`src/hdl/ddff_pkg.sv`:
```
// Package for the dual storage element block: constants and carrier types.
// Assumes a single 20 MHz system clock and a synchronous active-low reset.
//
// Summary of operation
// - Two identical elements, fully independent of each other.
// - Set low, clear high: true high, complement low.
// - Clear low, set high: true low, complement high.
// - Both low: both outputs high, not retained.
// - Any low control overrides clocked capture.
// - Rising edge, controls high: load data, complement inverse.
// - Data changes after capture leave outputs alone.
package ddff_pkg;

    // ****************************************************************
    // Constants
    // ****************************************************************

    // Number of storage elements in the block.
    localparam int unsigned DDFF_NUM_ELEM = 2;

    // Depth of the pin input synchroniser.
    localparam int unsigned DDFF_SYNC_LEN = 3;

    // Reset value of the stored true output.
    localparam logic DDFF_RST_TRUE = 1'h0;

    // Reset value of the pin synchroniser stages (controls idle high).
    localparam logic [2:0] DDFF_RST_SYNC_HI = 3'h7;
    localparam logic [2:0] DDFF_RST_SYNC_LO = 3'h0;

    // Clock period in nanoseconds.
    localparam int unsigned DDFF_CLK_NS = 50;

    // ****************************************************************
    // Carrier types
    // ****************************************************************

    // Pin inputs of one element.
    typedef struct packed {
        logic data;          // Data input.
        logic edge_clk;      // Element clock pin, sampled.
        logic async_set_n;   // Active-low set.
        logic async_clear_n; // Active-low clear.
    } ddff_in_t;

    // Outputs of one element.
    typedef struct packed {
        logic q_true;        // True output.
        logic q_comp;        // Complement output.
    } ddff_out_t;

endpackage

```
`src/hdl/ddff_elem.sv`:
```
// One storage element: synchronises its pins and produces both outputs.
// Assumes its pins are asynchronous to clk and held for several clock periods.
`timescale 1ns/10ps
module ddff_elem
    import ddff_pkg::*;
(
    input  wire logic      clk,
    input  wire logic      rst_n,
    input  wire logic      ce,
    input  wire ddff_in_t  pins,
    output ddff_out_t      outs
);

    // ****************************************************************
    // Pin synchronisers
    // ****************************************************************

    // Three stages per pin; stage 0 is read only by stage 1.
    logic [2:0] data_ff;
    logic [2:0] clk_ff;
    logic [2:0] set_ff;
    logic [2:0] clear_ff;

    // Shift every pin through its chain while enabled.
    always_ff @(posedge clk) begin
        if (!rst_n) begin
            data_ff <= DDFF_RST_SYNC_LO;
            clk_ff  <= DDFF_RST_SYNC_LO;
            set_ff  <= DDFF_RST_SYNC_HI;
            clear_ff <= DDFF_RST_SYNC_HI;
        end else if (ce) begin
            data_ff <= {data_ff[1:0], pins.data};
            clk_ff  <= {clk_ff[1:0], pins.edge_clk};
            set_ff  <= {set_ff[1:0], pins.async_set_n};
            clear_ff <= {clear_ff[1:0], pins.async_clear_n};
        end
    end

    // ****************************************************************
    // Filtered levels
    // ****************************************************************

    // A level changes only when stages 1 and 2 agree.
    logic data_lvl_ff;
    logic clk_lvl_ff;
    logic set_lvl_ff;
    logic clear_lvl_ff;
    logic clk_prev_ff;

    // Accept agreed levels; remember the previous clock level.
    always_ff @(posedge clk) begin
        if (!rst_n) begin
            data_lvl_ff <= 1'h0;
            clk_lvl_ff  <= 1'h0;
            set_lvl_ff  <= 1'h1;
            clear_lvl_ff <= 1'h1;
            clk_prev_ff <= 1'h0;
        end else if (ce) begin
            if (data_ff[1] == data_ff[2]) data_lvl_ff <= data_ff[2];
            if (clk_ff[1] == clk_ff[2]) clk_lvl_ff <= clk_ff[2];
            if (set_ff[1] == set_ff[2]) set_lvl_ff <= set_ff[2];
            if (clear_ff[1] == clear_ff[2]) clear_lvl_ff <= clear_ff[2];
            clk_prev_ff <= clk_lvl_ff;
        end
    end

    // ****************************************************************
    // Storage and outputs
    // ****************************************************************

    // Rising edge of the filtered element clock.
    logic rise;
    assign rise = clk_lvl_ff & ~clk_prev_ff;

    // Stored value; updated by capture or by a single active control.
    logic stored_ff;
    always_ff @(posedge clk) begin
        if (!rst_n) begin
            stored_ff <= DDFF_RST_TRUE;
        end else if (ce) begin
            if (!set_lvl_ff && clear_lvl_ff) begin
                stored_ff <= 1'h1;
            end else if (set_lvl_ff && !clear_lvl_ff) begin
                stored_ff <= 1'h0;
            end else if (set_lvl_ff && clear_lvl_ff && rise) begin
                stored_ff <= data_lvl_ff;
            end
            // Otherwise hold; data changes alone do nothing.
        end
    end

    // Outputs from flip-flops, computed from the next state.
    logic nxt_true;
    logic nxt_comp;
    always_comb begin
        nxt_true = outs.q_true;
        nxt_comp = outs.q_comp;
        if (!set_lvl_ff && !clear_lvl_ff) begin
            nxt_true = 1'h1;
            nxt_comp = 1'h1;
        end else if (!set_lvl_ff) begin
            nxt_true = 1'h1;
            nxt_comp = 1'h0;
        end else if (!clear_lvl_ff) begin
            nxt_true = 1'h0;
            nxt_comp = 1'h1;
        end else if (rise) begin
            nxt_true = data_lvl_ff;
            nxt_comp = ~data_lvl_ff;
        end else begin
            nxt_true = stored_ff;
            nxt_comp = ~stored_ff;
        end
    end

    // Register the outputs.
    always_ff @(posedge clk) begin
        if (!rst_n) begin
            outs.q_true <= DDFF_RST_TRUE;
            outs.q_comp <= ~DDFF_RST_TRUE;
        end else if (ce) begin
            outs.q_true <= nxt_true;
            outs.q_comp <= nxt_comp;
        end
    end
endmodule

```
`src/hdl/ddff_top.sv`:
```
// Top of the dual storage element block: two independent elements.
// Assumes every pin is asynchronous to clk and lasts over three clock periods.
`timescale 1ns/10ps
module ddff_top
    import ddff_pkg::*;
(
    input  wire logic                    clk,
    input  wire logic                    rst_n,
    input  wire logic                    ce,
    input  wire ddff_in_t  [1:0]         pins,
    output wire ddff_out_t [1:0]         outs
);

    // ****************************************************************
    // Element instances
    // ****************************************************************

    // Each element sees only its own pins and drives only its own outputs.
    for (genvar i = 0; i < DDFF_NUM_ELEM; i++) begin : g_elem
        ddff_elem u_elem (
            .clk   (clk),
            .rst_n (rst_n),
            .ce    (ce),
            .pins  (pins[i]),
            .outs  (outs[i])
        );
    end

    // Helper for the isolation check: edges run since reset or a frozen cycle.
    // A frozen pipeline may still carry an old pin change, so the check waits
    // until every stage has been clocked through since the last freeze.
    logic [3:0] run_ff;
    always_ff @(posedge clk) begin
        if (!rst_n || !ce) begin
            run_ff <= 4'h0;
        end else if (run_ff != 4'hf) begin
            run_ff <= run_ff + 4'h1;
        end
    end
endmodule

```
`config.mk`:
```
export PLATFORM = sky130hd
export DESIGN_NAME = ddff_top
export DESIGN_NICKNAME = d
export VERILOG_FILES = /design/src/hdl/ddff_pkg.sv /design/src/hdl/ddff_elem.sv /design/src/hdl/ddff_top.sv
export SDC_FILE = /design/constraint.sdc
export NUM_CORES = 1
export LEC_CHECK = 0
export ABC_CLOCK_PERIOD_IN_PS = 1100
export BUFFER_PORTS_ARGS = -buffer_cell sky130_fd_sc_hd__buf_2
export CAP_MARGIN = 20
export CORE_MARGIN = 2
export CORE_UTILIZATION = 52
export DETAILED_ROUTE_END_ITERATION = 10
export PLACE_DENSITY = 0.77
export SYNTH_ARGS = -nofsm -noshare
export SYNTH_HDL_FRONTEND = slang
export SYNTH_HIERARCHICAL = 1
export SYNTH_SLANG_ARGS = --single-unit
```
`constraint.sdc`:
```
create_clock -name clk -period 1.1 [get_ports clk]
set_clock_uncertainty 0.05 [all_clocks]
set_input_delay 0.22 -clock clk [delete_from_list [all_inputs] [get_ports clk]]
set_output_delay 0.22 -clock clk [all_outputs]
set_load 0.05 [all_outputs]
```
==> results.md, run 1 <==
* Status: finished with violations
* Failing checks: setup timing
* Antenna diodes at 0
* Met1 usage at 20.3%
* Final cell area excluding filler cells at 2320 µm²
* Initial core utilization at 53.8%
* Die W at 62.8 µm
* Global placement routability congestion at ~0.90
* Root buffer cell: clkbuf_4
* Syn nets at 201
* GR peak layer: met2
* Synthesis-stage register bit count at 40
* Routed wire per std cell at around 15 µm
* Grt total ovfl at 0
* WS Path Type: reg -> reg
* Post-Synthesis Cells at 182
* Sequential fraction of the synthesis area at roughly 45%
* P per Cell Area at 1030 nW/µm²
* Worst-Skew Late Latency at 0.35 ns
* Leakage power at between 0.9 and 1 nW
* Setup ws final at -0.0549 ns
* Initial DRT Pass Iterations at 4
* Max Buffers Root-to-Sink at 2
* Port buffer count at 14
* Critical R2R Launch: g_elem[1].u_elem/set_lvl_ff$_SDFFE_PN1P_
* Final Hold Vio Count at 0
* Final core occ at 69.4%
* Final Max Tran Viols at 0
* R2R Setup Slk at -0.05 ns
* CP arrival at 1.39 ns
* Core Region at 3340 µm²
* Startpoint types: flip-flop
* Period utilisation layout at 105%
* Synth cell types at 24
* Max-cap violations at 0
* R2r endpoint: g_elem[1].u_elem/stored_ff$_SDFFE_PN0P_
* Die ar. at 3940 µm²
* Hpwl dp at 2480 µm
* Area Overhead vs Synth at 29.0%
* Total Routing Usage GR at 19.5%
* First-pass GRT wire length at 6060 µm
* Worst hold path endpoint: g_elem[0].u_elem/clear_ff[0]$_SDFFE_PN1P_
* Remaining DRCs at 0
* CP required at 1.34 ns
* Area leader, netlist: dfxtp_1
* Tightest Pin Transition at roughly 0.37 ns
* Crit path time final at ~1.2 ns
* Max VDD drop at between 0.6 and 0.7 mV
* CTS Hold Bufs at 0
* Layout cell share with drive strength beyond 1 at 35.0%
* Setup Viol. Count Final at 8
* Critical path startpoint: g_elem[1].u_elem/set_lvl_ff$_SDFFE_PN1P_
* CTS clk-pin slew, worst paths at 0.12 ns
* Nets at 238
* H-tree depth at 2
* Initial antenna violation count at 0
* CTS tree: yes
* Most frequent cells in the layout: 29 x dfxtp_1, 28 x mux2i_1, 19 x nand2_1, 19 x buf_4, 17 x nor2b_1
* Avg Cell Area, Syn at a little under 10 µm²
* Number of clock sinks at 40
* Hold crit path type: in -> reg
* Die span in y at roughly 63 µm
* Max FO, Critical Path at 6
* Most common cell after layout, fill and taps aside: dfxtp_1
* Critical Path Sink Type: flip-flop
* Post-synth top area share at 44.6%
* R2R cell count at 5
* Mapped Area at 1800 µm²
* Placement Setup Slack at -0.0630 ns
* M2 GR Usage at 36.3%
* Via/cell ratio at 5.39
* Largest net degree at the start of global routing at 21
* Initial drt markers at 34
* Yosys warns at 6
* Hold Crit Depth at 3
* Max Fclk at 866 MHz
* Dpl cell area at a little over 2000 µm²
* Hold_sp: pins[0]
* Num CTS Buffers at 5
* RSZ-0062 raised after global routing: yes
* # rows at 21
* Synth area leaders: dfxtp_1 45%, mux2i_1 16%, nor2b_1 6.3%, ha_1 5.6%, nand2_1 4.6%
* # IOs at 15
* Post-route antenna net violation count at 0
* Final WL at 3870 µm
* Vias in the first global route at 1,457
* Worst rel slew slack at 75.2%
* M3 GR Usage at 4.14%
* Vias at around 1,400
-- through the flow --
step	setup TNS (ns)	std cells	hold WS [ns]	power, W
after floorplan	0	182	0.298	0.00168
after global placement	-0.0226	254	0.386	0.00174
after detailed placement	-0.143	254	0.397	0.00175
after CTS	-0.154	263	0.0382	0.00238
after global routing	-0.697	263	0.0234	0.00249
final	-0.299	263	0.0404	0.00238
-- per-layer routing --
metal  part of all wire, %  wire, µm
met1                    42      1630
met2                    53      2050
met3                   2.7       106
met5                     0         0
met4                   2.2        85
-- cells in the mapped netlist --
cell type and n:
o21ai_1 2, o21ai_2 2, nor2b_1 18, a31oi_1 2
nand2b_1 6, a21o_1 4, a2111oi_2 2, inv_1 6
ha_1 8, buf_6 2, buf_4 2, clkbuf_1 4
nor4bb_2 2, nand2_1 22, nand3_1 2, dfxtp_1 40
a21boi_0 2, nor3_1 2, nor2_1 2, a21boi_1 2
a21oi_1 8, mux2i_1 28, o21ai_0 12, nand4b_1 2
-- cell families (layout without fill, tap and decap cells) --
kind of cell	Yosys count	count (layout)	share of synthesized area (%)
buffers and inverters	14	49	4.18
multiplexers	28	28	15.6
adder cells (fa/ha/maj)	8	8	5.57
AND/OR/NAND/NOR	56	56	17.3
flip-flops	40	40	44.6
AO/OA/AOI/OAI	36	36	12.8
-- sequential cells by signal, indices dropped and copies added, names as in the netlist --
register	count
g_elem.u_elem/clear_ff	6
g_elem.u_elem/clk_ff	6
g_elem.u_elem/data_ff	6
g_elem.u_elem/set_ff	6
g_elem.u_elem/outs	4
g_elem.u_elem/clear_lvl_ff	2
g_elem.u_elem/clk_lvl_ff	2
g_elem.u_elem/clk_prev_ff	2
g_elem.u_elem/data_lvl_ff	2
g_elem.u_elem/set_lvl_ff	2
g_elem.u_elem/stored_ff	2
-- how the worst max path moves through the flow --
| stage | to | cells after the start |
|---|---|---|
| 2_1_floorplan | g_elem[0].u_elem/stored_ff$_SDFFE_PN0P_ | 5 |
| 3_3_place_gp | g_elem[0].u_elem/clk_lvl_ff$_SDFFE_PN0P_ | 5 |
| 3_5_place_dp | g_elem[1].u_elem/stored_ff$_SDFFE_PN0P_ | 5 |
| 4_1_cts | g_elem[1].u_elem/stored_ff$_SDFFE_PN0P_ | 5 |
| 5_1_grt | g_elem[1].u_elem/outs[0]$_SDFFE_PN1P_ | 3 |
| 6_report | g_elem[1].u_elem/stored_ff$_SDFFE_PN0P_ | 5 |
-- power by group --
| part | internal [W] | switching (W) |
|---|---|---|
| registers | 0.00147 | 0.0000233 |
| clock network | 0.000214 | 0.000439 |
| logic | 0.000112 | 0.000116 |
| total | 0.00180 | 0.000578 |
-- layout make-up --
cell class | instances | area, µm²
Inverter | 6 | 30.0
Sequential cell | 40 | 825
Multi-Input combinational cell | 128 | 1040
Tap cell | 46 | 57.6
Fill cell | 248 | 1020
Clock buffer | 5 | 37.5
Timing Repair Buffer | 38 | 323
-- repair_timing --
| action | in CTS | in global routing |
|---|---|---|
| setup endpoints to repair | 9 | 10 |
| pin swaps | 7 | 5 |
| resized for setup | 33 | 19 |
| setup buffers | 4 | 0 |
| hold endpoints to repair | 0 | 0 |
-- critical path, cell delays in order (launching register included) --
cell     delay [ns]
dfxtp_4        0.42
inv_4          0.06
ha_4           0.25
nand2_2        0.04
o21ai_2        0.05
mux2i_1        0.21
Note: power is estimated with default switching activity, not from simulation.
==> run 2: changes to the inputs <==
Settings changed: HOLD_SLACK_MARGIN set to 0.05.
==> run 2 against run 1 <==
Effect of this change: the flow still finishes with violations (setup timing); design area increased by 1.8%; via count about the same; die area unchanged; core utilization grew 1.3 points; global-route usage grew 0.27 points; wire length increased by 1.2%; count of clock-buffer cells in the layout did not move; power grew 0.34%; largest cell class unchanged.
==> results.md, run 2 (same netlist as run 1, synthesis figures left out) <==
* Leakage power at 0.996 nW
* Initial DRT Pass Iterations at 5
* Post-route antenna net violation count at 0
* CP required at 1.33 ns
* CP max stage cell: dfxtp_4
* H-tree depth at 2
* Worst-Skew Late Latency at 0.34 ns
* # placed instances at 254
* Dpl cell area at about 2100 µm²
* Nets at 242
* Max VDD drop at 0.738 mV
* Vias in the first global route at between 1,000 and 1,500
* Period utilisation layout at 105%
* Area Overhead vs Synth at 31.3%
* CTS tree: yes
* Largest net degree at the start of global routing at 21
* Root buffer cell: clkbuf_4
* Setup ws final at -0.0571 ns
* Max Buffers Root-to-Sink at 2
* Worst rel slew slack at 75.2%
* Setup Viol. Count Final at 8
* Die W at between 60 and 70 µm
* Final cell area excluding filler cells at ~2400 µm²
* Total Routing Usage GR at 19.7%
* Initial antenna violation count at 0
* RSZ-0062 raised after global routing: yes
* Layout cell share with drive strength beyond 1 at between 30% and 40%
* Die span in y at between 60 and 70 µm
* Most common cell after layout, fill and taps aside: dfxtp_1
* Die ar. at 3940 µm²
* Max-cap violations at 0
* Port buffer count at 14
* Final Max Tran Viols at 0
* CTS clk-pin slew, worst paths at between 0.1 and 0.15 ns
* Vias at 1,417
* Most frequent cells in the layout: 29 x dfxtp_1, 28 x mux2i_1, 19 x buf_4
* Routed wire per std cell at 14.7 µm
* Num CTS Buffers at 5
* Grt total ovfl at 0
* # IOs at 15
* Final Hold Vio Count at 0
* CP arrival at approximately 1.4 ns
* Final core occ at 70.7%
* Max incr delay on CP at 0.42 ns
* Hpwl dp at 2480 µm
* Remaining DRCs at 0
* Antenna diodes at 0
* WS Path Type: reg -> reg
* Crit path time final at 1.16 ns
* Startpoint types: flip-flop
* Initial core utilization at a little over half
* Max FO, Critical Path at 6
* Max Fclk at slightly below 900 MHz
* Hold_sp: pins[6]
* # rows at 21
* Critical R2R Launch: g_elem[1].u_elem/set_lvl_ff$_SDFFE_PN1P_
* Number of clock sinks at 40
* Critical path startpoint: g_elem[1].u_elem/set_lvl_ff$_SDFFE_PN1P_
* Hold crit path type: in -> reg
* Status: finished with violations
* CP cell instances: inv_4, ha_4, nand2_2, o21ai_2, mux2i_1
* P per Cell Area at approximately 1000 nW/µm²
* Failing checks: setup timing
* Final WL at 3920 µm
* Via/cell ratio at around 5.3
* Critical Path Sink Type: flip-flop
* Global placement routability congestion at 0.895
* Layout Cells excl Fill at 267
* First-pass GRT wire length at 6150 µm
* Initial drt markers at a little under 50
* Tightest Pin Transition at ~0.37 ns
* Core Region at 3340 µm²
## run 2: cell types whose count changed in the layout (fill, tap and decap cells not counted)
cell / delta
dlygate4sd3_1: +4
nand2_1: -1
nand2_2: +1
## run 2: path summary, 6_finish.rpt
| path | endpoint | slack (ns) | cells after the start |
|---|---|---|---|
| hold / removal | g_elem[1].u_elem/clk_ff[0]$_SDFFE_PN0P_ | 0.09 | 3 |
| hold reg to reg | g_elem[0].u_elem/data_lvl_ff$_SDFFE_PN0P_ | 0.42 | 2 |
| setup / recovery | g_elem[1].u_elem/stored_ff$_SDFFE_PN0P_ | -0.06 | 5 |
| setup reg to reg | g_elem[1].u_elem/stored_ff$_SDFFE_PN0P_ | -0.06 | 5 |
## run 2: area by class of cell
type,instances,area [µm²]
Sequential cell,40,825
Inverter,6,30.0
Tap cell,46,57.6
Clock buffer,5,37.5
Timing Repair Buffer,42,363
Fill cell,245,977
Multi-Input combinational cell,128,1050
## run 2: stage by stage
stage | power [W] | setup TNS [ns] | hold WS, ns | setup WS (ns)
after floorplan | 0.00168 | 0 | 0.298 | 0.00620
after global placement | 0.00174 | -0.0226 | 0.386 | -0.0122
after detailed placement | 0.00175 | -0.143 | 0.397 | -0.0630
after CTS | 0.00239 | -0.154 | 0.0837 | -0.0345
after global routing | 0.00250 | -0.644 | 0.0703 | -0.136
final | 0.00239 | -0.238 | 0.0868 | -0.0571
## run 2: where the power goes
part           internal [W]  switching (W)  total [W]
Combinational      0.000121       0.000119   0.000240
Clock              0.000214       0.000434   0.000648
Sequential          0.00147      0.0000240    0.00150
## run 2: timing repair
item / CTS / global route
setup endpoints to repair: 9 / 10
gates resized for setup: 33 / 20
endpoints found under the hold margin: 4 / 0
hold buffers: 4 / 0
pin swaps: 7 / 5
setup buffers: 4 / 0
## run 2: layer usage
| metal | wire [µm] | track usage (%) |
|---|---|---|
| met1 | 1680 | 20.7 |
| met2 | 2090 | 36.7 |
| met3 | 87 | 4.14 |
| met4 | 64 | 10.3 |
| met5 | 0 | 0 |
## run 2: critical path: cells and delay by family, from the launching register on
family          cells  cell delay (ns)
compound gates      1             0.06
mux                 1             0.21
buf+inv             1             0.06
flops               1             0.42
fa+ha+maj           1             0.25
simple gates        1             0.04
